[src/logic/tfic_pkg.sv]
// Constants shared by the touch fault, interrupt and calibration block.
// Assumes a 100 MHz system clock; all timing derives from a 1 ms tick.
package tfic_pkg;

	// ****************************************
	// Register map
	// ****************************************
	localparam logic [7:0] TFIC_ADDR_FIFO  = 8'h00;
	localparam logic [7:0] TFIC_ADDR_FAULT = 8'h01;
	localparam logic [7:0] TFIC_ADDR_STUCK = 8'h09;

	// ****************************************
	// Field layout and reset values
	// ****************************************
	localparam int         TFIC_FAULT_LSB   = 0;
	localparam int         TFIC_FAULT_W     = 2;
	localparam logic [1:0] TFIC_FAULT_NONE  = 2'h0;
	localparam logic [1:0] TFIC_FAULT_VSS   = 2'h1;
	localparam logic [1:0] TFIC_FAULT_VDD   = 2'h2;
	localparam logic [1:0] TFIC_FAULT_RST   = 2'h0;
	localparam logic [7:0] TFIC_STUCK_RST   = 8'h00;
	localparam logic [7:0] TFIC_STUCK_OFF   = 8'h00;

	// ****************************************
	// Timing
	// ****************************************
	localparam int          TFIC_CLK_HZ        = 100_000_000;
	localparam int          TFIC_MS_PER_S      = 1000;
	localparam int          TFIC_MS_CYCLES     = TFIC_CLK_HZ / TFIC_MS_PER_S;
	localparam int          TFIC_PRIMARY_MS    = 8;
	localparam logic [15:0] TFIC_HOLD_ADD      = 16'h0005;
	localparam logic [15:0] TFIC_HOLD_MUL      = 16'h0004;
	localparam logic [15:0] TFIC_LP_DIV        = 16'h0008;
	localparam logic [15:0] TFIC_LP_MUL        = 16'h0008;
	localparam logic [23:0] TFIC_CAL_MUL       = 24'h000040;

	// ****************************************
	// Calibration states
	// ****************************************
	typedef enum logic [1:0] {
		CAL_INIT,
		CAL_TRACK,
		CAL_RECAL
	} tfic_cal_e;

endpackage : tfic_pkg

[src/logic/tfic_time_if.sv]
// Time base carrier between the divider and the main block.
// Both ticks are one-cycle pulses on the system clock.
`timescale 1ns/10ps
`default_nettype none

interface tfic_time_if;
	logic ms_tick;
	logic prim_tick;

	modport gen (output ms_tick, output prim_tick);
	modport use_ (input ms_tick, input prim_tick);
endinterface : tfic_time_if

`default_nettype wire

[src/logic/tfic_timebase.sv]
// Divider producing the 1 ms tick and the primary 8 ms tick.
// Assumes a synchronous active-high reset on the system clock.
`timescale 1ns/10ps
`default_nettype none

module tfic_timebase #(
	parameter int MS_CYCLES = tfic_pkg::TFIC_MS_CYCLES
) (
	input  wire logic  clk_i,
	input  wire logic  sys_rst_i,
	tfic_time_if.gen   tb
);
	import tfic_pkg::*;

	localparam int MS_W = $clog2(MS_CYCLES + 1);

	generate
		if (MS_CYCLES < 2) begin : g_bad
			$error("MS_CYCLES must be at least 2");
		end
	endgenerate

	logic [MS_W-1:0] ms_cnt_r;
	logic [2:0]      prim_cnt_r;
	logic            ms_tick_r;
	logic            prim_tick_r;

	// ****************************************
	// Millisecond divider
	// ****************************************
	always_ff @(posedge clk_i) begin
		if (sys_rst_i) begin
			ms_cnt_r  <= '0;
			ms_tick_r <= 1'b0;
		end else if (ms_cnt_r == MS_W'(MS_CYCLES - 1)) begin
			ms_cnt_r  <= '0;
			ms_tick_r <= 1'b1;
		end else begin
			ms_cnt_r  <= ms_cnt_r + MS_W'(1);
			ms_tick_r <= 1'b0;
		end
	end

	// ****************************************
	// Primary tick, every eighth millisecond
	// ****************************************
	always_ff @(posedge clk_i) begin
		if (sys_rst_i) begin
			prim_cnt_r  <= 3'h0;
			prim_tick_r <= 1'b0;
		end else if (ms_tick_r) begin
			prim_cnt_r  <= (prim_cnt_r == 3'(TFIC_PRIMARY_MS - 1)) ?
				3'h0 : prim_cnt_r + 3'h1;
			prim_tick_r <= (prim_cnt_r == 3'(TFIC_PRIMARY_MS - 1));
		end else begin
			prim_tick_r <= 1'b0;
		end
	end

	assign tb.ms_tick   = ms_tick_r;
	assign tb.prim_tick = prim_tick_r;

endmodule : tfic_timebase

`default_nettype wire

[src/logic/tfic_top.sv]
// Electrode fault detector, latching interrupt and baseline calibration.
// Assumes a register access port from the chip's serial slave, and a
// scanner, touch buffer and sampler on the same clock.
`timescale 1ns/10ps
`default_nettype none

module tfic_top #(
	parameter int MS_CYCLES = tfic_pkg::TFIC_MS_CYCLES,
	parameter int CAP_W     = 16,
	parameter int LVL_W     = 5,
	parameter int CFG_W     = 4
) (
	input  wire logic             clk_i,
	input  wire logic             sys_rst_i,
	input  wire logic [7:0]       reg_addr_i,
	input  wire logic             reg_rd_i,
	input  wire logic             reg_wr_i,
	input  wire logic [7:0]       reg_wdata_i,
	output logic      [7:0]       reg_rdata_o,
	input  wire logic [LVL_W-1:0] fifo_level_i,
	output logic                  fifo_clear_o,
	output logic                  fifo_pop_o,
	output logic                  fifo_empty_flag_o,
	input  wire logic             scan_step_i,
	input  wire logic             short_vdd_i,
	input  wire logic             short_vss_i,
	output logic                  scan_enable_o,
	input  wire logic             stop_mode_i,
	input  wire logic             low_power_run_mode_i,
	input  wire logic             low_power_stop_mode_i,
	input  wire logic             interrupt_enable_bit_i,
	input  wire logic [CFG_W-1:0] interrupt_holdoff_factor_i,
	input  wire logic [CFG_W-1:0] master_period_setting_i,
	input  wire logic [CFG_W-1:0] sample_period_factor_i,
	input  wire logic             autocal_enable_i,
	input  wire logic [CAP_W-1:0] threshold_i,
	input  wire logic             sample_valid_i,
	input  wire logic [CAP_W-1:0] sample_i,
	output logic                  touch_o,
	output logic      [CAP_W-1:0] baseline_o,
	output logic                  irq_o,
	output logic                  irq_oe_o
);
	import tfic_pkg::*;

	generate
		// Spacing is a 16-bit product; six config bits keep it from wrapping
		if (CAP_W < 2 || LVL_W < 1 || CFG_W < 1 || CFG_W > 6) begin : g_bad
			$error("tfic_top parameters out of range");
		end
	endgenerate

	// ****************************************
	// Helpers
	// ****************************************
	function automatic logic [15:0] tfic_spacing(
		input logic [CFG_W-1:0] master_period_setting,
		input logic [CFG_W-1:0] interrupt_holdoff_factor,
		input logic             lp
	);
		logic [15:0] base;
		base = 16'(master_period_setting) + TFIC_HOLD_ADD;
		if (lp) begin
			base = 16'((base / TFIC_LP_DIV + 16'h0001) * TFIC_LP_MUL);
		end
		return 16'(base * 16'(interrupt_holdoff_factor) * TFIC_HOLD_MUL);
	endfunction : tfic_spacing

	function automatic logic tfic_hit(
		input logic [7:0] addr,
		input logic [7:0] target
	);
		return addr == target;
	endfunction : tfic_hit

	// ****************************************
	// Time base
	// ****************************************
	tfic_time_if tb_if ();

	tfic_timebase #(
		.MS_CYCLES (MS_CYCLES)
	) u_timebase (
		.clk_i     (clk_i),
		.sys_rst_i (sys_rst_i),
		.tb        (tb_if.gen)
	);

	// ****************************************
	// Register access decode
	// ****************************************
	logic fifo_acc;
	logic fifo_wr;
	logic fault_wr;
	logic stuck_wr;
	logic in_stop;
	logic fault_clr;

	assign fifo_acc  = (reg_rd_i | reg_wr_i) & tfic_hit(reg_addr_i, TFIC_ADDR_FIFO);
	assign fifo_wr   = reg_wr_i & tfic_hit(reg_addr_i, TFIC_ADDR_FIFO);
	assign fault_wr  = reg_wr_i & tfic_hit(reg_addr_i, TFIC_ADDR_FAULT);
	assign stuck_wr  = reg_wr_i & tfic_hit(reg_addr_i, TFIC_ADDR_STUCK);
	assign in_stop   = stop_mode_i | low_power_stop_mode_i;
	assign fault_clr = fault_wr & in_stop;

	logic [1:0] fault_code_r;
	logic [7:0] stuck_r;

	always_ff @(posedge clk_i) begin
		if (sys_rst_i) begin
			stuck_r <= TFIC_STUCK_RST;
		end else if (stuck_wr) begin
			stuck_r <= reg_wdata_i;
		end
	end

	always_ff @(posedge clk_i) begin
		if (sys_rst_i) begin
			reg_rdata_o <= 8'h00;
		end else if (reg_rd_i) begin
			if (tfic_hit(reg_addr_i, TFIC_ADDR_FAULT)) begin
				reg_rdata_o <= 8'(fault_code_r) << TFIC_FAULT_LSB;
			end else if (tfic_hit(reg_addr_i, TFIC_ADDR_STUCK)) begin
				reg_rdata_o <= stuck_r;
			end else begin
				reg_rdata_o <= 8'h00;
			end
		end
	end

	// Buffer storage lives elsewhere; only its access strobes and empty flag leave here
	always_ff @(posedge clk_i) begin
		if (sys_rst_i) begin
			fifo_clear_o <= 1'b0;
			fifo_pop_o   <= 1'b0;
		end else begin
			fifo_clear_o <= fifo_wr;
			fifo_pop_o   <= reg_rd_i & tfic_hit(reg_addr_i, TFIC_ADDR_FIFO);
		end
	end

	// ****************************************
	// Electrode fault
	// ****************************************
	logic [1:0] fault_det;
	logic       fault_rise;

	// Ground short wins only if both show on the very same scan step
	always_comb begin
		fault_det = TFIC_FAULT_NONE;
		if (scan_step_i && short_vss_i) begin
			fault_det = TFIC_FAULT_VSS;
		end else if (scan_step_i && short_vdd_i) begin
			fault_det = TFIC_FAULT_VDD;
		end
	end

	always_ff @(posedge clk_i) begin
		if (sys_rst_i) begin
			fault_code_r <= TFIC_FAULT_RST;
		end else if (fault_code_r == TFIC_FAULT_NONE || fault_clr) begin
			// A new detection beats a clear in the same cycle
			fault_code_r <= fault_det;
		end
	end

	assign fault_rise = (fault_code_r == TFIC_FAULT_NONE || fault_clr) &&
		(fault_det != TFIC_FAULT_NONE);

	always_ff @(posedge clk_i) begin
		if (sys_rst_i) begin
			scan_enable_o <= 1'b0;
		end else begin
			scan_enable_o <= (fault_code_r == TFIC_FAULT_NONE) && !fault_rise;
		end
	end

	// ****************************************
	// Buffered data source
	// ****************************************
	logic empty_r;
	logic empty_now;
	logic buf_evt;
	logic touch_r;
	logic touch_prev_r;
	logic act_evt;

	assign empty_now = (fifo_level_i == '0);

	always_ff @(posedge clk_i) begin
		if (sys_rst_i) begin
			empty_r      <= 1'b1;
			touch_prev_r <= 1'b0;
		end else begin
			empty_r      <= empty_now;
			touch_prev_r <= touch_r;
		end
	end

	// Only an empty-to-data edge counts, so no rearm until drained
	assign buf_evt = empty_r & ~empty_now;
	assign act_evt = touch_r & ~touch_prev_r &
		(low_power_run_mode_i | low_power_stop_mode_i);

	always_ff @(posedge clk_i) begin
		if (sys_rst_i) begin
			fifo_empty_flag_o <= 1'b1;
		end else begin
			fifo_empty_flag_o <= empty_now;
		end
	end

	// ****************************************
	// Interrupt hold-off and latching
	// ****************************************
	logic [15:0] hold_cnt_r;
	logic        hold_done;
	logic        buf_pend_r;
	logic        flt_pend_r;
	logic        buf_irq_r;
	logic        flt_irq_r;
	logic        buf_latch;
	logic        flt_latch;

	assign hold_done = (hold_cnt_r == 16'h0000);
	assign buf_latch = interrupt_enable_bit_i & hold_done & buf_pend_r;
	assign flt_latch = interrupt_enable_bit_i & hold_done & flt_pend_r;

	always_ff @(posedge clk_i) begin
		if (sys_rst_i) begin
			hold_cnt_r <= 16'h0000;
		end else if (buf_latch || flt_latch) begin
			hold_cnt_r <= tfic_spacing(master_period_setting_i,
				interrupt_holdoff_factor_i, low_power_run_mode_i);
		end else if (tb_if.ms_tick && !hold_done) begin
			hold_cnt_r <= hold_cnt_r - 16'h0001;
		end
	end

	always_ff @(posedge clk_i) begin
		if (sys_rst_i || !interrupt_enable_bit_i) begin
			buf_pend_r <= 1'b0;
		end else if (buf_evt || act_evt) begin
			buf_pend_r <= 1'b1;
		end else if (buf_latch || fifo_acc) begin
			buf_pend_r <= 1'b0;
		end
	end

	always_ff @(posedge clk_i) begin
		if (sys_rst_i || !interrupt_enable_bit_i) begin
			flt_pend_r <= 1'b0;
		end else if (fault_rise) begin
			flt_pend_r <= 1'b1;
		end else if (flt_latch || fault_clr) begin
			flt_pend_r <= 1'b0;
		end
	end

	always_ff @(posedge clk_i) begin
		if (sys_rst_i) begin
			buf_irq_r <= 1'b0;
		end else if (buf_latch) begin
			buf_irq_r <= 1'b1;
		end else if (fifo_acc) begin
			buf_irq_r <= 1'b0;
		end
	end

	always_ff @(posedge clk_i) begin
		if (sys_rst_i) begin
			flt_irq_r <= 1'b0;
		end else if (flt_latch) begin
			flt_irq_r <= 1'b1;
		end else if (fault_clr) begin
			flt_irq_r <= 1'b0;
		end
	end

	// Pin only ever pulls low; the pull-up sets the idle level
	always_ff @(posedge clk_i) begin
		if (sys_rst_i) begin
			irq_o    <= 1'b0;
			irq_oe_o <= 1'b0;
		end else begin
			irq_o    <= 1'b0;
			irq_oe_o <= buf_irq_r | flt_irq_r;
		end
	end

	// ****************************************
	// Baseline calibration
	// ****************************************
	tfic_cal_e        cal_st_r;
	logic [CAP_W-1:0] base_r;
	logic [CAP_W-1:0] delta;
	logic [23:0]      ac_cnt_r;
	logic [23:0]      ac_period;
	logic [23:0]      st_cnt_r;
	logic [23:0]      st_period;
	logic             ac_req;
	logic             st_req;
	logic             stuck_on;

	assign delta     = (sample_i > base_r) ? sample_i - base_r : base_r - sample_i;
	assign ac_period = 24'(24'(sample_period_factor_i) * TFIC_CAL_MUL);
	assign stuck_on  = (stuck_r != TFIC_STUCK_OFF);
	assign st_period = 24'(ac_period * (24'(stuck_r) + 24'h000001));
	assign ac_req    = tb_if.prim_tick && (ac_cnt_r + 24'h000001 >= ac_period) &&
		autocal_enable_i && !touch_r;
	assign st_req    = tb_if.prim_tick && stuck_on && touch_r &&
		(st_cnt_r + 24'h000001 >= st_period);

	always_ff @(posedge clk_i) begin
		if (sys_rst_i) begin
			ac_cnt_r <= 24'h000000;
		end else if (tb_if.prim_tick) begin
			ac_cnt_r <= (ac_cnt_r + 24'h000001 >= ac_period) ?
				24'h000000 : ac_cnt_r + 24'h000001;
		end
	end

	always_ff @(posedge clk_i) begin
		if (sys_rst_i || !touch_r || !stuck_on || cal_st_r != CAL_TRACK) begin
			st_cnt_r <= 24'h000000;
		end else if (tb_if.prim_tick) begin
			st_cnt_r <= st_cnt_r + 24'h000001;
		end
	end

	always_ff @(posedge clk_i) begin
		if (sys_rst_i) begin
			cal_st_r <= CAL_INIT;
			base_r   <= '0;
			touch_r  <= 1'b0;
		end else begin
			case (cal_st_r)
				CAL_INIT: begin
					if (sample_valid_i) begin
						base_r   <= sample_i;
						touch_r  <= 1'b0;
						cal_st_r <= CAL_TRACK;
					end
				end
				CAL_TRACK: begin
					if (ac_req || st_req) begin
						cal_st_r <= CAL_RECAL;
					end else if (sample_valid_i) begin
						touch_r <= (delta > threshold_i);
					end
				end
				CAL_RECAL: begin
					if (sample_valid_i) begin
						base_r   <= sample_i;
						touch_r  <= 1'b0;
						cal_st_r <= CAL_TRACK;
					end
				end
				default: begin
					cal_st_r <= CAL_INIT;
				end
			endcase
		end
	end

	always_ff @(posedge clk_i) begin
		if (sys_rst_i) begin
			touch_o    <= 1'b0;
			baseline_o <= '0;
		end else begin
			touch_o    <= touch_r;
			baseline_o <= base_r;
		end
	end

endmodule : tfic_top

`default_nettype wire

[src/tb/tfic_fifo_model.sv]
// Touch buffer model facing the block's FIFO controls, plus pin pull-up.
// Assumes the block's clock and synchronous reset.
`timescale 1ns/10ps
`default_nettype none

module tfic_fifo_model (
	input  wire logic       clk_i,
	input  wire logic       sys_rst_i,
	input  wire logic       push_i,
	input  wire logic       pop_i,
	input  wire logic       clear_i,
	input  wire logic       irq_i,
	input  wire logic       irq_oe_i,
	output logic      [4:0] level_o,
	output wire logic       pin_o
);
	// ****************************************
	// Entry count, capped at thirty entries
	// ****************************************
	always_ff @(posedge clk_i) begin
		if (sys_rst_i || clear_i) begin
			level_o <= 5'h00;
		end else begin
			level_o <= level_o + 5'(push_i && level_o != 5'h1E)
				- 5'(pop_i && level_o != 5'h00);
		end
	end
	// Released pin reads the pull-up level, never a stale value
	assign pin_o = irq_oe_i ? irq_i : 1'b1;
endmodule : tfic_fifo_model

`default_nettype wire

[src/tb/tb.sv]
// Self-checking bench for the fault, interrupt and calibration block.
// Assumes a 1 ms tick shortened to four clock cycles.
`timescale 1ns/10ps
`default_nettype none

module tb;
	import tfic_pkg::*;
	localparam int MS = 4;
	logic        clk_i = 1'b0;
	logic        sys_rst_i = 1'b1;
	logic [7:0]  reg_addr_i = '0, reg_wdata_i = '0, reg_rdata_o;
	logic        reg_rd_i = 1'b0, reg_wr_i = 1'b0;
	logic [4:0]  fifo_level_i;
	logic        fifo_clear_o, fifo_pop_o, fifo_empty_flag_o;
	logic        scan_step_i = 1'b0, short_vdd_i = 1'b0;
	logic        short_vss_i = 1'b0, scan_enable_o, stop_mode_i = 1'b0;
	logic        low_power_run_mode_i = 1'b0, low_power_stop_mode_i = 1'b0;
	logic        interrupt_enable_bit_i = 1'b1, autocal_enable_i = 1'b0;
	logic [3:0]  interrupt_holdoff_factor_i = '0;
	logic [3:0]  master_period_setting_i = '0, sample_period_factor_i = 4'h1;
	logic [15:0] threshold_i = 16'h000A, sample_i = '0, baseline_o;
	logic        sample_valid_i = 1'b0, touch_o, irq_o, irq_oe_o;
	logic        push = 1'b0;
	wire logic   irq_n;
	int          mismatches = 0;
	int          tests_run = 0;

	always #5 clk_i = ~clk_i;
	tfic_top #(.MS_CYCLES(MS)) dut_u (.*);
	tfic_fifo_model fm_u (.clk_i(clk_i), .sys_rst_i(sys_rst_i),
		.push_i(push), .pop_i(fifo_pop_o), .clear_i(fifo_clear_o),
		.irq_i(irq_o), .irq_oe_i(irq_oe_o), .level_o(fifo_level_i),
		.pin_o(irq_n));

	// ****************************************
	// Shared tasks
	// ****************************************
	task automatic chk(input logic [15:0] got, input logic [15:0] exp);
		tests_run++;
		if (got !== exp) begin
			mismatches++;
			$display("Error at %0t: got %h expected %h", $time, got, exp);
		end
	endtask : chk
	task automatic cyc(input int n);
		repeat (n) @(posedge clk_i);
		#1;
	endtask : cyc
	task automatic acc(input logic r, input logic w, input logic [7:0] a,
		input logic [7:0] d);
		@(posedge clk_i);
		reg_rd_i <= r;
		reg_wr_i <= w;
		reg_addr_i <= a;
		reg_wdata_i <= d;
		@(posedge clk_i);
		reg_rd_i <= 1'b0;
		reg_wr_i <= 1'b0;
		#1;
	endtask : acc
	task automatic step(input logic vdd, input logic vss);
		@(posedge clk_i);
		scan_step_i <= 1'b1;
		short_vdd_i <= vdd;
		short_vss_i <= vss;
		@(posedge clk_i);
		scan_step_i <= 1'b0;
		short_vdd_i <= 1'b0;
		short_vss_i <= 1'b0;
		#1;
	endtask : step
	task automatic psh;
		@(posedge clk_i);
		push <= 1'b1;
		@(posedge clk_i);
		push <= 1'b0;
		#1;
	endtask : psh
	task automatic samp(input logic [15:0] v, input int n);
		repeat (n) begin
			@(posedge clk_i);
			sample_valid_i <= 1'b1;
			sample_i <= v;
			@(posedge clk_i);
			sample_valid_i <= 1'b0;
			cyc(96);
		end
	endtask : samp
	task automatic pin(input logic lvl, input int max);
		int n;
		n = 0;
		while (irq_n !== lvl && n < max) begin
			cyc(1);
			n++;
		end
		chk(irq_n, lvl);
	endtask : pin

	// ****************************************
	// Scenarios
	// ****************************************
	task automatic t_regs;
		acc(1, 0, TFIC_ADDR_FAULT, 0);
		chk(reg_rdata_o, TFIC_FAULT_RST);
		acc(1, 0, TFIC_ADDR_STUCK, 0);
		chk(reg_rdata_o, TFIC_STUCK_RST);
		acc(0, 1, TFIC_ADDR_STUCK, 8'hA5);
		acc(1, 0, TFIC_ADDR_STUCK, 0);
		chk(reg_rdata_o, 8'hA5);
		acc(0, 1, 8'h05, 8'h3C);
		acc(1, 0, 8'h05, 0);
		chk(reg_rdata_o, 8'h00);
		acc(0, 1, TFIC_ADDR_STUCK, TFIC_STUCK_OFF);
		chk(fifo_empty_flag_o, 1'b1);
	endtask : t_regs
	task automatic t_fault;
		logic [1:0] e [3] = '{TFIC_FAULT_VDD, TFIC_FAULT_VSS, TFIC_FAULT_VSS};
		for (int k = 0; k < 3; k++) begin
			step(k < 2, k != 0);
			if (k == 2) step(1'b1, 1'b0);
			chk(scan_enable_o, 1'b0);
			pin(1'b0, 8);
			acc(0, 1, TFIC_ADDR_FAULT, 8'hFF);
			cyc(3);
			chk(irq_n, 1'b0);
			acc(1, 0, TFIC_ADDR_FAULT, 0);
			chk(reg_rdata_o, {6'h00, e[k]});
			@(posedge clk_i);
			stop_mode_i <= k != 1;
			low_power_stop_mode_i <= k == 1;
			acc(0, 1, TFIC_ADDR_FAULT, 8'h00);
			cyc(2);
			chk(irq_n, 1'b1);
			chk(scan_enable_o, 1'b1);
			acc(1, 0, TFIC_ADDR_FAULT, 0);
			chk(reg_rdata_o, TFIC_FAULT_NONE);
			@(posedge clk_i);
			stop_mode_i <= 1'b0;
			low_power_stop_mode_i <= 1'b0;
		end
	endtask : t_fault
	task automatic t_buf;
		psh;
		psh;
		pin(1'b0, 8);
		chk(fifo_empty_flag_o, 1'b0);
		acc(1, 0, TFIC_ADDR_FIFO, 0);
		cyc(2);
		chk(irq_n, 1'b1);
		psh;
		cyc(8);
		chk(irq_n, 1'b1);
		acc(0, 1, TFIC_ADDR_FIFO, 0);
		cyc(2);
		chk(fifo_empty_flag_o, 1'b1);
		psh;
		pin(1'b0, 8);
		step(1'b1, 1'b0);
		acc(1, 0, TFIC_ADDR_FIFO, 0);
		cyc(3);
		chk(fifo_empty_flag_o, 1'b1);
		chk(irq_n, 1'b0);
		@(posedge clk_i);
		stop_mode_i <= 1'b1;
		acc(0, 1, TFIC_ADDR_FAULT, 8'h00);
		@(posedge clk_i);
		stop_mode_i <= 1'b0;
		pin(1'b1, 4);
	endtask : t_buf
	task automatic t_en_off;
		@(posedge clk_i);
		interrupt_enable_bit_i <= 1'b0;
		psh;
		cyc(20);
		chk(irq_n, 1'b1);
		acc(0, 1, TFIC_ADDR_FIFO, 0);
		@(posedge clk_i);
		interrupt_enable_bit_i <= 1'b1;
		cyc(20);
		chk(irq_n, 1'b1);
	endtask : t_en_off
	task automatic t_hold;
		int sp;
		int n;
		for (int lp = 0; lp < 2; lp++) begin
			sp = MS * (lp != 0 ? ((3 + 5) / 8 + 1) * 8 * 4 : (3 + 5) * 4);
			@(posedge clk_i);
			interrupt_holdoff_factor_i <= 4'h1;
			master_period_setting_i <= 4'h3;
			low_power_run_mode_i <= lp != 0;
			cyc(300);
			psh;
			pin(1'b0, 8);
			acc(0, 1, TFIC_ADDR_FIFO, 0);
			psh;
			n = 0;
			while (irq_n !== 1'b0 && n < sp + 20) begin
				cyc(1);
				n++;
			end
			chk(n > sp - 8 && n < sp + 4, 1'b1);
			acc(0, 1, TFIC_ADDR_FIFO, 0);
		end
		@(posedge clk_i);
		interrupt_holdoff_factor_i <= 4'h0;
		low_power_run_mode_i <= 1'b0;
		cyc(300);
	endtask : t_hold
	task automatic t_cal;
		samp(16'h1000, 1);
		chk(baseline_o, 16'h1000);
		chk(touch_o, 1'b0);
		@(posedge clk_i);
		low_power_stop_mode_i <= 1'b1;
		samp(16'h1040, 1);
		chk(touch_o, 1'b1);
		chk(irq_n, 1'b0);
		@(posedge clk_i);
		low_power_stop_mode_i <= 1'b0;
		acc(0, 1, TFIC_ADDR_FIFO, 0);
		@(posedge clk_i);
		autocal_enable_i <= 1'b1;
		// Longer than the shortest stuck timeout, so a wrong absorb shows
		samp(16'h1040, 45);
		chk(baseline_o, 16'h1000);
		chk(touch_o, 1'b1);
		acc(0, 1, TFIC_ADDR_STUCK, 8'h01);
		samp(16'h1040, 45);
		chk(touch_o, 1'b0);
		chk(baseline_o, 16'h1040);
		acc(0, 1, TFIC_ADDR_STUCK, TFIC_STUCK_OFF);
		samp(16'h1045, 25);
		chk(baseline_o, 16'h1045);
	endtask : t_cal

	task automatic end_sim;
		$display("Comparisons %0d, mismatches %0d", tests_run, mismatches);
		if (mismatches == 0 && tests_run > 0)
			$display("Run complete: PASS");
		else
			$display("Run complete: FAIL");
		$finish;
	endtask : end_sim

	initial begin
		#600us;
		mismatches++;
		end_sim;
	end
	initial begin
		repeat (8) @(posedge clk_i);
		sys_rst_i <= 1'b0;
		cyc(2);
		t_regs;
		t_fault;
		t_buf;
		t_en_off;
		t_hold;
		t_cal;
		end_sim;
	end
endmodule : tb

`default_nettype wire
[config.mk]
export PLATFORM = sky130hd
export DESIGN_NAME = tfic_top
export DESIGN_NICKNAME = d
export VERILOG_FILES = /design/src/logic/tfic_pkg.sv /design/src/logic/tfic_time_if.sv /design/src/logic/tfic_timebase.sv /design/src/logic/tfic_top.sv /design/src/tb/tfic_fifo_model.sv /design/src/tb/tb.sv
export SDC_FILE = /design/constraint.sdc
export NUM_CORES = 1
export LEC_CHECK = 0
export ABC_AREA = 1
export BUFFER_PORTS_ARGS = -buffer_cell sky130_fd_sc_hd__buf_2
export CAP_MARGIN = 30
export CORE_MARGIN = 2
export CORE_UTILIZATION = 61
export CTS_CLUSTER_SIZE = 24
export DETAILED_ROUTE_END_ITERATION = 8
export GPL_TIMING_DRIVEN = 0
export PLACE_DENSITY_LB_ADDON = 0.2
export SYNTH_ARGS = -nofsm -noshare
export SYNTH_HDL_FRONTEND = slang
export SYNTH_SLANG_ARGS = --single-unit
[constraint.sdc]
create_clock -name clk_i -period 5.7 [get_ports clk_i]
set_input_delay 0.57 -clock clk_i [delete_from_list [all_inputs] [get_ports clk_i]]
set_output_delay 0.57 -clock clk_i [all_outputs]
set_load 0.01 [all_outputs]
## Word level (Yosys, flattened, before mapping)

Cells that the tools add are included.
W data, S select, Z words.

| word-level totals | value |
|---|---|
| register bits after elaboration | 149 |
| logic and storage cells | 145 |

| cells by class | value |
|---|---|
| $add $sub $neg | 10 |
| $mul | 2 |
| order comparisons | 4 |
| equality and inequality tests | 11 |
| mux-type cells | 28 |
| bitwise logic cells | 19 |
| reductions and logical operators | 46 |

Operator list:

| operator | count |
|---|---|
| $mux W16 | 5 |
| $add A24 B1 Y24 const B | 2 |
| $gt A16 B16 Y1 | 2 |
| $sub A16 B16 Y16 | 2 |
| $ge A24 B10 Y1 | 1 |
| $ge A24 B19 Y1 | 1 |
| $mux W24 | 1 |
| $add A17 B1 Y17 const B | 1 |
| $eq A17 B17 Y1 const B | 1 |
| $logic_not A16 Y1 | 1 |
| $mul A16 B4 Y14 | 1 |
| $mux W8 | 2 |
| $sub A16 B1 Y16 const B | 1 |
| $reduce_bool A2 Y1 | 7 |
| $mul A4 B9 Y13 | 1 |
| $and A1 B1 Y1 | 12 |
| $mux W1 | 12 |
| $logic_and A1 B1 Y1 | 11 |
| $logic_or A1 B1 Y1 | 10 |
| $add A8 B1 Y9 const B | 1 |
| $eq A8 B1 Y1 const B | 1 |
| $eq A8 B4 Y1 const B | 1 |
| $logic_not A8 Y1 | 1 |
| $mux W2 | 4 |
| other kinds (21) | 38 |

## Logic depth before layout (Yosys ltp)

| logic depth | value |
|---|---|
| depth after elaboration | 8 |
| gate-level depth with buffers | 35 |
| mapped depth without buffers | 35 |

## Cells and area by module

From an unflattened synthesis, not the netlist that was laid out.

| unflattened totals | value |
|---|---|
| cells, all modules | 1715 |
| area total of the unflattened synthesis | 11557.3 um^2 |

Modules (own cells, without submodules):

| module | times used | cells an instance | area an instance (um^2) |
|---|---|---|---|
| tfic_top | 1 | 1561 | 10445.0 |
| tfic_timebase | 1 | 154 | 1112.3 |

## Worst setup path after synthesis

No wires, ideal clock.

| path | value |
|---|---|
| kind | register -> register |
| start | register stuck_r[0] |
| end | register touch_r |
| setup time | 0.115 ns |
| data arrival time | 4.726 ns |
| setup slack | 0.859 ns |
| stages on the path, launching flop included | 31 |
| clock period less this slack | 4.841 ns |
| cells stage by stage | dfxtp_1 -> inv_1 -> nor3_1 -> xor2_1 -> nor2_1 -> fa_1 -> inv_1 -> fa_1 -> inv_1 -> ha_1 -> nand3_1 -> nand2_1 -> a21oi_1 -> o21ai_0 -> a21oi_1 -> o21bai_1 -> nand2_1 -> nand2_1 -> a21oi_1 -> xor2_1 -> ha_1 -> a21oi_1 -> o21bai_1 -> nor2_1 -> nand2_1 -> nor2_1 -> nand4_1 -> nand2_2 -> nand3_2 -> a21oi_1 -> nor2_1 |

| on the way | value |
|---|---|
| cells in the longest elaborated chain, start to end | 7 |

RTL lines:

| item | line | RTL |
|---|---|---|
| start, declared | tfic_top.sv:107 | `logic [7:0] stuck_r;` |
| start signal, assigned | tfic_top.sv:113 | `stuck_r <= reg_wdata_i;` |
| $add A8 B1 Y9 / $reduce_bool A8 Y1 (equally long branches) | tfic_top.sv:308, tfic_top.sv:307 |  |
| $mul A4 B9 Y13 / $logic_and A1 B1 Y1 (equally long branches) | tfic_top.sv:308, tfic_top.sv:311 |  |
| $ge A24 B19 Y1 / $logic_and A1 B1 Y1 (equally long branches) | tfic_top.sv:312, tfic_top.sv:311 |  |
| $logic_and A1 B1 Y1 (*) | tfic_top.sv:311 | `assign st_req = tb_if.prim_tick && stuck_on && touch_r &&` |
| $logic_or A1 B1 Y1 (*) | tfic_top.sv:346 | `if (ac_req \|\| st_req) begin` |
| $ne A2 B2 Y1 (no line) (*) | n/a |  |
| $reduce_and A4 Y1 (no line) (*) | n/a |  |
| end signal, assigned | tfic_top.sv:349 | `touch_r <= (delta > threshold_i);` |
| end, declared | tfic_top.sv:184 | `logic touch_r;` |

Every way passes the cells marked *; elsewhere a longest branch is shown, timed or not.
A chain may end at the register's enable or synchronous reset.

## Final worst setup path

| path | value |
|---|---|
| start | register stuck_r[2] |
| end | register touch_r |

The elaborated chain is that of the path after synthesis.

==> results by group <==
Critical path
  • CP max stage cell: fa_1
  • R2r startpoint: stuck_r[2]
  • Crit start category: register
  • Critical Path Fanout Max: 5
  • Worst r2r path cells: 32
  • Setup CP Type: reg -> reg
  • Worst setup EP type: register
  • Required @ worst endpoint: 6.02 ns
  • Arrival time at the worst endpoint: approximately 5.7 ns
  • Largest stage delay, worst path: roughly 0.55 ns
  • R2r endpoint: touch_r
  • R2r setup slk: approximately 0.32 ns
  • CP dominant cell by count: nand2_1

Detailed routing
  • Post-Route WL: just under 30 mm
  • Via Count: approximately 11,000
  • First DRT Iteration DRCs: approximately 690
  • Post-route ant nets: 0
  • Via-to-Cell Ratio: between 5 and 6
  • WL/cell: between 10 and 15 um
  • Remaining DRCs: 0
  • DRT Pass-1 Iters: 6

Cells and area
  • Final core area utilization: between 60 and 70%
  • Area delta synth->final: 13.0%
  • Post-Layout Cell Count: 2,088
  • Commonest non-fill, non-tap cell in the layout: nand2_1
  • Layout cells sized above 1: between 10 and 15%
  • Ant. Diodes: 0
  • Commonest cells after routing, fill and taps aside: nand2_1 (347), inv_1 (281), nor2_1 (226)
  • Final net count: a little over 2,000

Worst hold path
  • Hold_sp: sample_i[2]
  • Hold Crit Depth: 3
  • Hold WC Path Type: in -> reg
  • Worst Hold End: base_r[2]

STA
  • Final Worst Setup Slack: ~0.32 ns
  • Final setup skew: ~0.014 ns
  • Tcrit/Tclk final: a little over nine tenths
  • Fmax: roughly 0.19 GHz
  • Final setup vio count: 0
  • Fin. Hold Viols: 0
  • WHS: about 0.42 ns
  • Max Slew Vio Count: 0
  • Slew HR: 49.6%
  • Min Tclk post-route: 5.38 ns
  • Worst-margin pin slew: approximately 0.76 ns

Status
  • Status: finished, final reports clean

Floorplan
  • Core ar.: ~19,000 um^2
  • Die area: around 20,000 um^2
  • Die W: roughly 140 um
  • Starting Density: 61.8%
  • IO Pins: approximately 110
  • Die height: 141 um
  • Row Count: 50

Power and ir drop
  • P_leak: 6.34 nW
  • Pwr/cell area: around 220 nW/um^2
  • Peak supply drop: ~0.21 mV

Place
  • GPL Wtd Cong: roughly 0.95
  • Post-DP HPWL: approximately 23 mm
  • Placed Instances: ~2,100
  • Pre-CTS setup slack: -0.0586 ns
  • Buffers on Ports: about 110

Global route
  • Largest net degree at the start of global routing: 19
  • First-pass GRT wire length: between 40 and 50 mm
  • Initial antenna violation count: 0
  • GRT Total Usage: ~30%
  • Vias in the first global route: 10,607
  • Total gr overflow: 0

Logic synthesis
  • Post-Synthesis Cells: approximately 1,700
  • Syn avg cell area: between 6 and 7 um^2
  • Sequential element share of the synthesized area: around a quarter
  • Top cell type's share of synthesized area: 26.0%
  • Register bit total from synthesis: 149
  • Synth warnings: 0
  • Area leader, netlist: dfxtp_1
  • Post-synth cell types: 53
  • Mapped Area: 11,500 um^2
  • Top cells by area, synth: dfxtp_1 (26%), ha_1 (12%), nand2_1 (11%)
  • Syn Nets: roughly 1,900

Clock network
  • Worst-Skew Late Latency: 0.44 ns
  • # clock sinks: 149
  • Clock buffer count from CTS: 17
  • Root buf cell: clkbuf_16
  • Worst-path clk slew: roughly 0.07 ns
  • H-tree depth: 4
  • CTS Buffer Depth: 2
  • CTS tree: done

Job
  • Max-cap violations: 0
-- registers in the layout, summed over array words and instances (netlist names), 8 cells and up --
| signal | count |
|---|---|
| hold_cnt_r | 16 |
| ac_cnt_r | 24 |
| base_r | 16 |
| baseline_o | 16 |
| u_timebase.ms_cnt_r | 17 |
| st_cnt_r | 24 |
| reg_rdata_o | 8 |
| stuck_r | 8 |
-- what timing repair did --
item                       in CTS  in global routing
setup endpoints to repair       3                  3
pin swaps                       1                  7
hold buffers                    0                  0
setup buffers                   1                  2
gates resized for setup         1                 12
-- per-stage QoR --
stage               area (um^2)  setup TNS (ns)  power, W
CTS                       12900               0   0.00285
global placement          12300               0   0.00171
finish                    13000               0   0.00285
global route              13000         -0.0190   0.00299
detailed placement        12300         -0.0586   0.00173
floorplan                 11500               0   0.00156
-- cell usage after synthesis, drive strengths merged --
master	number
a211oi	1
a21boi	3
a21o	5
a21oi	127
a221o	2
a221oi	1
a22oi	1
a311oi	1
a31o	1
a31oi	11
and2	2
and3	1
buf	16
clkbuf	18
clkinv	6
conb	1
dfxtp	149
fa	24
ha	107
inv	284
nand2	356
nand3	91
nand3b	3
nand4	21
nor2	235
nor3	28
nor3b	5
nor4	6
o2111ai	3
o211ai	5
o21a	2
o21ai	101
o21bai	6
o32ai	4
or2	10
or4	1
xnor2	14
xor2	59
-- critical path: cells and delay by family, from the launching register on --
kind                     cells  cell delay (ns)
AO/OA/AOI/OAI                6             0.81
XOR/XNOR                     2             0.43
adder cells (fa/ha/maj)      4             1.71
buffers and inverters        3             0.21
flip-flops                   1             0.38
AND/OR/NAND/NOR             17             1.73
-- where the power goes --
group	total, W	internal, W	leakage, nW	switching (W)
combinational	0.000628	0.000234	4.84	0.000394
clock	0.00113	0.000592	0.291	0.000541
sequential	0.00109	0.00107	1.21	0.0000178
-- cells by family (layout without fill, tap and decap cells) --
kind of cell               Yosys count  in the layout  synth area share, %
DFF                                149            149                 26.0
buffers and inverters              324            467                 10.9
other                                1              1               0.0327
AOI/OAI and AO/OA                  274            274                 13.1
xor gates and xnor gates            73             73                 5.57
and+or+nand+nor                    759            759                 28.5
adders and majority gates          131            131                 15.9
-- final cells by class --
class | count | area [um^2]
fillers | 1628 | 5610
plain buffers | 34 | 168
flip-flops and latches | 149 | 2990
inverters | 290 | 1090
clock buffers | 17 | 425
clock inverters | 15 | 180
multi-input cells | 1238 | 7260
repair buffers | 111 | 566
well taps | 234 | 293
-- metal layers --
layer	wire length [um]	vias to the layer above	track usage [%]
met5	0	-	0
met4	978	0	11.8
met3	1650	73	5.50
met2	13800	343	50.7
met1	13000	5129	36.6
li1	-	5719	-
-- worst max path at each step --
stage | to | slack, ns | start | cells past startpoint
2_1_floorplan | touch_r | 0.86 | stuck_r[0] | 30
3_3_place_gp | touch_r | 0.12 | stuck_r[0] | 32
3_5_place_dp | touch_r | -0.06 | stuck_r[0] | 32
4_1_cts | touch_r | 0.03 | stuck_r[0] | 32
5_1_grt | touch_r | -0.02 | stuck_r[2] | 32
6_report | touch_r | 0.32 | stuck_r[2] | 32
(Power assumes the default switching activity.)
